$ cat src/pkg/ddrmi_pkg.sv
// ****************************************************************
// Shared constants and carriers for the command decoder
// ****************************************************************
package ddrmi_pkg;

  // Pin and array geometry
  localparam int ADDR_W = 14;
  localparam int BA_W   = 2;
  localparam int NBANK  = 4;
  localparam int COL_W  = 10;
  localparam int MODE_W = 16;

  // Command codes as {ras_n, cas_n, we_n}
  localparam logic [2:0] CMD_MRS = 3'h0;
  localparam logic [2:0] CMD_REF = 3'h1;
  localparam logic [2:0] CMD_PRE = 3'h2;
  localparam logic [2:0] CMD_ACT = 3'h3;
  localparam logic [2:0] CMD_WR  = 3'h4;
  localparam logic [2:0] CMD_RD  = 3'h5;

  // Bank-address selects for the register writes
  localparam logic [1:0] BA_MR   = 2'h0;
  localparam logic [1:0] BA_EMR1 = 2'h1;

  // Operating mode word fields
  localparam int MR_BL_LSB  = 0;
  localparam int MR_BL_MSB  = 2;
  localparam int MR_BT      = 3;
  localparam int MR_CL_LSB  = 4;
  localparam int MR_CL_MSB  = 6;
  localparam int MR_DLLRST  = 8;
  localparam int MR_WR_LSB  = 9;
  localparam int MR_WR_MSB  = 11;
  localparam logic [2:0] BL_CODE8 = 3'h3;

  // Extended mode word 1 fields
  localparam int EMR_RTT0 = 2;
  localparam int EMR_RTT1 = 6;
  localparam int EMR_RDQS = 11;

  // Column address bit that requests auto precharge
  localparam int AP_BIT = 10;

  // Reset values
  localparam logic [MODE_W-1:0] MODE_RST = 16'h0000;
  localparam logic [ADDR_W-1:0] EMR_RST  = 14'h0000;

  // Clocks the DLL needs after its reset
  localparam logic [7:0] DLL_LOCK_CLK = 8'hC8;

  // Command pins sampled together
  typedef struct packed {
    logic cs_n;
    logic ras_n;
    logic cas_n;
    logic we_n;
  } ddrmi_cmd_s;

  // One column beat of a burst
  typedef struct packed {
    logic              valid;
    logic              write;
    logic [BA_W-1:0]   bank;
    logic [ADDR_W-1:0] row;
    logic [COL_W-1:0]  col;
    logic              last;
  } ddrmi_burst_s;

endpackage

$ cat src/rtl/ddrmi_burst_seq.sv
`timescale 1ns/100ps
// ****************************************************************
// Burst column sequencer
// ****************************************************************
module ddrmi_burst_seq
  import ddrmi_pkg::*;
(
  // Clock and reset
  input  wire logic              clk_sys_i,
  input  wire logic              reset_i,
  // Burst request
  input  wire logic              start_i,
  input  wire logic              write_i,
  input  wire logic [BA_W-1:0]   bank_i,
  input  wire logic [ADDR_W-1:0] row_i,
  input  wire logic [COL_W-1:0]  col_i,
  input  wire logic              bl8_i,
  input  wire logic              inter_i,
  // Beat output
  output ddrmi_burst_s           beat_o
);

  ddrmi_burst_s     beat_reg, beat_next;
  logic [2:0]       cnt_reg, cnt_next;
  logic [COL_W-1:0] base_reg, base_next;
  logic             bl8_reg, bl8_next;
  logic             inter_reg, inter_next;

  // Column of beat i; BL4 wraps inside the aligned group of four
  function automatic logic [COL_W-1:0] beat_col(
    input logic [COL_W-1:0] base,
    input logic [2:0]       idx,
    input logic             bl8,
    input logic             inter);
    logic [2:0] lo;
    lo = inter ? (base[2:0] ^ idx) : 3'(base[2:0] + idx);
    if (!bl8) begin
      lo[2] = base[2];
    end
    return {base[COL_W-1:3], lo};
  endfunction

  // A new command restarts the sequence even mid-burst
  always_comb begin
    beat_next  = beat_reg;
    cnt_next   = cnt_reg;
    base_next  = base_reg;
    bl8_next   = bl8_reg;
    inter_next = inter_reg;
    if (start_i) begin
      base_next       = col_i;
      bl8_next        = bl8_i;
      inter_next      = inter_i;
      cnt_next        = 3'h1;
      beat_next.valid = 1'b1;
      beat_next.write = write_i;
      beat_next.bank  = bank_i;
      beat_next.row   = row_i;
      beat_next.col   = col_i;
      beat_next.last  = 1'b0;
    end else if (beat_reg.valid && !beat_reg.last) begin
      beat_next.col  = beat_col(base_reg, cnt_reg, bl8_reg,
                                inter_reg);
      beat_next.last = (cnt_reg == (bl8_reg ? 3'h7 : 3'h3));
      cnt_next       = 3'(cnt_reg + 3'h1);
    end else begin
      beat_next.valid = 1'b0;
      beat_next.last  = 1'b0;
    end
  end

  // Sequencer registers
  always_ff @(posedge clk_sys_i or posedge reset_i) begin
    if (reset_i) begin
      beat_reg  <= '0;
      cnt_reg   <= 3'h0;
      base_reg  <= '0;
      bl8_reg   <= 1'b0;
      inter_reg <= 1'b0;
    end else begin
      beat_reg  <= beat_next;
      cnt_reg   <= cnt_next;
      base_reg  <= base_next;
      bl8_reg   <= bl8_next;
      inter_reg <= inter_next;
    end
  end

  assign beat_o = beat_reg;

endmodule

$ cat src/rtl/ddrmi_core.sv
`timescale 1ns/100ps
// Functional notes
// Masked write beats are discarded per lane.
// x8 DM pin is mask or read strobe.
// ODT termination only when enabled in EMR1.
// Bursts of four or eight in sequence.
// Active opens bank and latches row.
// Read/write gives start column and precharge.
// Controller holds CKE and ODT low first.
// Controller waits 200us then raises CKE.
// Controller sends NOPs 400ns, then precharge-all.
// Controller writes EMR2 then EMR3.
// Controller writes EMR1 enabling the DLL.
// Controller resets DLL via mode write A8.
// Controller precharges all, two refreshes.
// Controller rewrites mode word, A8 low.
// Controller calibrates or sets default then exit.
// Every register write carries all fields.
// Mode write decoded only with banks idle.
// Controller rewrites modes only banks precharged; t_refuse sends a mode write with bank 2 open.
// Mode word fields decoded to block controls.
// Controller keeps test-mode bit zero.
// Controller keeps reserved bit A13 zero.
// Controller rounds write recovery up.
// Reads wait 200 clocks after DLL reset.
module ddrmi_core
  import ddrmi_pkg::*;
#(
  parameter int  LANES   = 1,
  parameter bit  X8_PART = 1'b1
)(
  // Clock and reset
  input  wire logic              clk_sys_i,
  input  wire logic              reset_i,
  // Command and address pins
  input  wire logic              cke_i,
  input  ddrmi_cmd_s             cmd_i,
  input  wire logic [BA_W-1:0]   ba_i,
  input  wire logic [ADDR_W-1:0] addr_i,
  // Termination and write mask pins
  input  wire logic              odt_i,
  input  wire logic              beat_valid_i,
  input  wire logic [LANES-1:0]  beat_dm_i,
  // Mode controls
  output logic [MODE_W-1:0]      mode_word_o,
  output logic [2:0]             burst_len_code_o,
  output logic                   burst_inter_o,
  output logic [2:0]             cas_lat_o,
  output logic [2:0]             wr_rec_o,
  output logic                   dll_reset_o,
  output logic                   dll_ready_o,
  // Array and data path
  output logic [NBANK-1:0]       bank_open_o,
  output ddrmi_burst_s           burst_o,
  output logic [LANES-1:0]       beat_we_o,
  output logic                   term_en_o,
  output logic                   rdqs_en_o
);

  // ****************************************************************
  // Parameter checks
  // ****************************************************************
  if (LANES < 1 || LANES > 2) begin : g_bad_lanes
    $error("LANES must be 1 or 2");
  end
  if (X8_PART && LANES != 1) begin : g_bad_x8
    $error("x8 part has a single lane");
  end

  // ****************************************************************
  // Command decode
  // ****************************************************************
  logic [2:0] cmd_code;
  logic       cmd_go;
  logic       all_idle;
  logic       mrs_go;
  logic       act_go;
  logic       rw_go;
  logic       mask_on;
  logic       rtt_on;

  logic [MODE_W-1:0] mode_word_reg, mode_word_next;
  logic [ADDR_W-1:0] emr1_reg, emr1_next;
  logic [7:0]        dll_cnt_reg, dll_cnt_next;
  logic              dll_rst_reg, dll_rst_next;
  logic              dll_rdy_reg, dll_rdy_next;

  logic [NBANK-1:0]  open_reg, open_next;
  logic [ADDR_W-1:0] row_reg [NBANK];
  logic [ADDR_W-1:0] row_next [NBANK];
  logic              ap_reg, ap_next;
  logic [BA_W-1:0]   ap_bank_reg, ap_bank_next;

  logic [LANES-1:0]  we_reg, we_next;
  logic              term_reg, term_next;

  ddrmi_burst_s      beat;

  // Commands only count with CKE high and the chip selected
  assign cmd_code = {cmd_i.ras_n, cmd_i.cas_n, cmd_i.we_n};
  assign cmd_go   = cke_i && !cmd_i.cs_n;
  assign all_idle = (open_reg == '0);
  assign mrs_go   = cmd_go && (cmd_code == CMD_MRS) && all_idle;
  assign act_go   = cmd_go && (cmd_code == CMD_ACT) && !open_reg[ba_i];
  assign rw_go    = cmd_go && open_reg[ba_i] &&
                    (cmd_code == CMD_RD || cmd_code == CMD_WR);

  // ****************************************************************
  // Mode and extended mode words
  // ****************************************************************

  // Each write replaces the whole word, never a field subset
  always_comb begin
    mode_word_next = mode_word_reg;
    emr1_next      = emr1_reg;
    dll_rst_next   = 1'b0;
    dll_cnt_next   = (dll_cnt_reg != 8'h00) ?
                     8'(dll_cnt_reg - 8'h01) : dll_cnt_reg;
    if (mrs_go) begin
      case (ba_i)
        BA_MR: begin
          mode_word_next = {2'h0, addr_i};
          if (addr_i[MR_DLLRST]) begin
            dll_cnt_next = DLL_LOCK_CLK;
            dll_rst_next = 1'b1;
          end
        end
        BA_EMR1: begin
          emr1_next = addr_i;
        end
        default: begin
        end
      endcase
    end
    dll_rdy_next = (dll_cnt_next == 8'h00);
  end

  // Mode registers
  always_ff @(posedge clk_sys_i or posedge reset_i) begin
    if (reset_i) begin
      mode_word_reg <= MODE_RST;
      emr1_reg      <= EMR_RST;
      dll_cnt_reg   <= 8'h00;
      dll_rst_reg   <= 1'b0;
      dll_rdy_reg   <= 1'b0;
    end else begin
      mode_word_reg <= mode_word_next;
      emr1_reg      <= emr1_next;
      dll_cnt_reg   <= dll_cnt_next;
      dll_rst_reg   <= dll_rst_next;
      dll_rdy_reg   <= dll_rdy_next;
    end
  end

  // ****************************************************************
  // Bank state and burst launch
  // ****************************************************************

  // Auto precharge closes first so a same-cycle command wins
  always_comb begin
    open_next    = open_reg;
    row_next     = row_reg;
    ap_next      = ap_reg;
    ap_bank_next = ap_bank_reg;
    if (beat.valid && beat.last && ap_reg) begin
      open_next[ap_bank_reg] = 1'b0;
      ap_next                = 1'b0;
    end
    if (act_go) begin
      open_next[ba_i] = 1'b1;
      row_next[ba_i]  = addr_i;
    end
    if (rw_go) begin
      ap_next      = addr_i[AP_BIT];
      ap_bank_next = ba_i;
    end
    if (cmd_go && cmd_code == CMD_PRE) begin
      if (addr_i[AP_BIT]) begin
        open_next = '0;
      end else begin
        open_next[ba_i] = 1'b0;
      end
    end
  end

  // Bank registers
  always_ff @(posedge clk_sys_i or posedge reset_i) begin
    if (reset_i) begin
      open_reg    <= '0;
      row_reg     <= '{default: '0};
      ap_reg      <= 1'b0;
      ap_bank_reg <= '0;
    end else begin
      open_reg    <= open_next;
      row_reg     <= row_next;
      ap_reg      <= ap_next;
      ap_bank_reg <= ap_bank_next;
    end
  end

  // Column sequence for the launched burst
  ddrmi_burst_seq u_seq (
    .clk_sys_i (clk_sys_i),
    .reset_i   (reset_i),
    .start_i   (rw_go),
    .write_i   (cmd_code == CMD_WR),
    .bank_i    (ba_i),
    .row_i     (row_reg[ba_i]),
    .col_i     (addr_i[COL_W-1:0]),
    .bl8_i     (mode_word_reg[MR_BL_MSB:MR_BL_LSB] == BL_CODE8),
    .inter_i   (mode_word_reg[MR_BT]),
    .beat_o    (beat)
  );

  // ****************************************************************
  // Write mask and termination
  // ****************************************************************

  // On x8 with RDQS set in EMR1 the DM pin turns into a read strobe and stops masking
  assign mask_on = !(X8_PART && emr1_reg[EMR_RDQS]);
  assign rtt_on  = emr1_reg[EMR_RTT0] || emr1_reg[EMR_RTT1];

  for (genvar i = 0; i < LANES; i++) begin : g_lane
    always_comb begin
      we_next[i] = beat_valid_i && !(beat_dm_i[i] && mask_on);
    end
  end

  // ODT is ignored while the termination field is off
  always_comb begin
    term_next = odt_i && rtt_on;
  end

  // Data path registers
  always_ff @(posedge clk_sys_i or posedge reset_i) begin
    if (reset_i) begin
      we_reg   <= '0;
      term_reg <= 1'b0;
    end else begin
      we_reg   <= we_next;
      term_reg <= term_next;
    end
  end

  // Outputs, all taken from registers
  assign mode_word_o      = mode_word_reg;
  assign burst_len_code_o = mode_word_reg[MR_BL_MSB:MR_BL_LSB];
  assign burst_inter_o    = mode_word_reg[MR_BT];
  assign cas_lat_o        = mode_word_reg[MR_CL_MSB:MR_CL_LSB];
  assign wr_rec_o         = mode_word_reg[MR_WR_MSB:MR_WR_LSB];
  assign dll_reset_o      = dll_rst_reg;
  assign dll_ready_o      = dll_rdy_reg;
  assign bank_open_o      = open_reg;
  assign burst_o          = beat;
  assign beat_we_o        = we_reg;
  assign term_en_o        = term_reg;
  assign rdqs_en_o        = emr1_reg[EMR_RDQS];

  function automatic logic beat_we_next_any();
    return |we_next;
  endfunction
endmodule

$ cat config.mk
export PLATFORM = sky130hd
export DESIGN_NAME = ddrmi_core
export DESIGN_NICKNAME = d
export VERILOG_FILES = /design/src/pkg/ddrmi_pkg.sv /design/src/rtl/ddrmi_burst_seq.sv /design/src/rtl/ddrmi_core.sv
export SDC_FILE = /design/constraint.sdc
export NUM_CORES = 1
export LEC_CHECK = 0
export BUFFER_PORTS_ARGS = -buffer_cell sky130_fd_sc_hd__buf_2
export CAP_MARGIN = 20
export CORE_UTILIZATION = 55
export DETAILED_ROUTE_END_ITERATION = 6
export GPL_TIMING_DRIVEN = 0
export PLACE_DENSITY = 0.77
export SLEW_MARGIN = 40
export SYNTH_ARGS = -nofsm -noshare
export SYNTH_HDL_FRONTEND = slang
export SYNTH_HIERARCHICAL = 1
export SYNTH_SLANG_ARGS = --single-unit
$ cat constraint.sdc
create_clock -name clk_sys_i -period 4 [get_ports clk_sys_i]
set_input_delay 0.8 -clock clk_sys_i [delete_from_list [all_inputs] [get_ports clk_sys_i]]
set_output_delay 0.8 -clock clk_sys_i [all_outputs]
set_load 0.05 [all_outputs]
==> results.yml <==
routing:
  vias_per_cell: 5.58
  drc: 0
  drtAntennaViolNets: 0
  routed_wl_um: 12700
  wire_per_inst_um: 18.9
  via_count: 3767
  drt_iter0_drc: 135
  first_pass_iters: 4
power_and_ir_drop:
  p_int_mw: 3.20
  irDropWorstVdd_uv: 329
  p_clk_share_pct: 32.5
  p_leak_nw: 3.75
  seqPwrFrac_pct: 38.7
  power_switching_mw: 1.59
  swShare_pct: 33.2
  power_mw: 4.79
  pwr_density_cell_nw_per_um2: 651
  combPwrFrac_pct: 28.8
worst_hold_path:
  min_path_type: "input port to asynchronous set/reset pin"
clocking:
  post-cts-setup-buffers: 0
  cts_hold_buf: 0
  ctsResizeCount: 0
  clk_path_buf_depth: 2
  numCtsBuffers: 17
  cts.htree.levels: 4
  cts-root-buf: "clkbuf_8"
  tritoncts: "done"
  clkLatencyLatePin_ps: 530
  cts.sinks: 136
  path_clk_slew_ps: 60
setup_path:
  worst_setup_path_end_kind: "register"
  regToRegEndpoint: "row_reg[44]"
  r2r_cells: 5
  reg2reg_from: "bank_open_o[0]"
  critPathMaxFanout: 10
  critical_path_class: "input port to register"
  rrSetupSlack_ps: 1770
  arrival_ps: 2660
  cp-start-kind: "input port"
  critPathRequiredTime_ps: 4410
global_route:
  grt_max_degree: 62
  grt_pass1_wl_um: 20600
  grt_pass1_vias: 3957
  antenna_found_initial: 0
  grt-ovfl-total: 0
  track_usage_pct: 24.6
logic_synthesis:
  synthCells: 414
  ys_ff_latch: 136
  ys_types: 53
  syn_area_um2: 6100
  syn_area_per_cell_um2: 14.7
  synth.area.top_cells: "dfrtp_1 56%, mux2_2 14%, mux2_4 5.9%"
  netlist.area_leader.share_pct: 55.8
  yosys.area.top_type: "dfrtp_1"
  synth_warnings: 6
  seq_area_frac_synth_pct: 55.8
floorplan:
  chipWidth_um: 107
  initial_core_util_pct: 56.3
  coreArea_um2: 10800
  fp-row-count: 38
  pin_count: 90
  dieHeight_um: 107
  die_area_um2: 11500
timing:
  tightest_slew_ps: 687
  rsz0062_at_grt: "no"
  hold_viol: 0
  setup-violations-final: 0
  post-route-period-util_pct: 56.3
  slew_headroom_pct: 54.2
  postLayoutSetupSlackWorst_ps: 1750
  drv_slew: 0
  fin_crit_ps: 2250
  tns_ps: 0
  fmax_ghz: 0.444
  skew_ps: 8.35
layout:
  diodes: 0
  fin_cells: 675
  nets: 554
  area_delta_synth_final_pct: 20.8
  largest_reg_flops: 56
  final_layout_size_suffix_gt1_share_pct: 50.8
  fin_area_um2: 7370
placed_design:
  port_buffers: 86
  dpl.cell_count: 643
  dp_hpwl_um: 8770
  pre_cts_slack_ps: 1190
  gp_congestion: 0.829
  placed_area_um2: 6770
flow_run:
  cap_violations: 0
run_status:
  status: "completed"
## Yosys cell counts (all sizes together)
library cell and instances:
dfrtp 136, mux2 109, buf 28, nand2 16
mux4 15, nor2 15, inv 11, o21ai 8
nand2b 7, ha 5, nor2b 5, nor3 5
or3 5, xnor2 5, a31o 4, a21o 3
mux2i 3, nor4 3, xor2 3, a21boi 2
a21oi 2, nor3b 2, nor4bb 2, o21a 2
a211o 1, a211oi 1, a31oi 1, a32oi 1
and2b 1, and3 1, and3b 1, and4 1
clkbuf 1, conb 1, fa 1, nand3 1
nand4b 1, nor4b 1, o211ai 1, o21bai 1
or2 1, or4b 1
## cells by family after synthesis
group                    Yosys count  share of synthesized area [%]
buffers and inverters             40                           4.10
AO/OA/AOI/OAI                     27                           3.01
multiplexers                     127                           27.6
XOR/XNOR                           8                           1.15
adder cells (fa/ha/maj)            6                           1.35
other                              1                         0.0615
flip-flops                       136                           55.8
AND/OR/NAND/NOR                   69                           6.91
## through the flow
stage | hold slack [ps] | util (%)
final | 260 | 68.0
after global routing | 267 | 68.0
after CTS | 245 | 67.9
after detailed placement | 452 | 62.4
after global placement | 455 | 61.9
after floorplan | 446 | -
## final cells by class
class / count / area, um^2
multi-input combinational: 239 / 2460
tap: 140 / 175
clock buffer: 24 / 480
sequential: 136 / 3400
clock inverter: 8 / 118
timing repair buffer: 88 / 478
buffer: 29 / 206
fill: 778 / 3470
inverter: 11 / 51.3
## power groups by stage
stage,Sequential [mW],Combinational [mW],Clock (mW)
after floorplan,2.20,0.718,0
after global placement,1.85,1.33,0
after detailed placement,1.87,1.37,0
after CTS,1.85,1.39,1.59
after global routing,1.89,1.48,1.65
final,1.85,1.38,1.56
## layer usage
| layer | wire, um | GRT usage (%) | vias up |
|---|---|---|---|
| li1 | - | - | 1682 |
| met1 | 5410 | 32.1 | 1948 |
| met2 | 6450 | 38.7 | 111 |
| met3 | 579 | 5.63 | 26 |
| met4 | 297 | 12.3 | 0 |
| met5 | 0 | 0 | - |
## how the worst max path moves through the flow
| stage | endpoint | cells after the start | slack, ps | startpoint |
|---|---|---|---|---|
| after floorplan | ap_bank_reg[0] | 1 | 810 | reset_i |
| after global placement | row_reg[40] | 2 | -200 | reset_i |
| after detailed placement | row_reg[42] | 6 | 1190 | ba_i[0] |
| after CTS | row_reg[44] | 6 | 1750 | ba_i[0] |
| after global routing | row_reg[43] | 5 | 1690 | bank_open_o[0] |
| final | row_reg[44] | 6 | 1750 | ba_i[0] |
## cell usage in the layout (no fill, tap or decap), types with 4 or more instances in the layout
cell / n
nand2b_1: 7
o21ai_1: 4
xnor2_1: 5
nor3_1: 4
dfrtp_1: 136
mux2_1: 9
inv_1: 8
mux2_2: 76
or3_1: 5
nand2_1: 16
ha_1: 5
clkbuf_1: 4
mux2_4: 24
nor2b_1: 5
o21ai_0: 4
buf_2: 92
buf_6: 4
clkbuf_16: 16
clkinv_2: 4
mux4_2: 15
clkbuf_8: 5
buf_4: 16
nor2_1: 13
## worst max-delay path, cell delays in order
cell and delay (ps):
buf_2 140, mux4_2 520, nand4b_4 240, nor3_4 380, buf_6 260, mux2_4 320
Note: power is estimated with default switching activity, not from simulation.
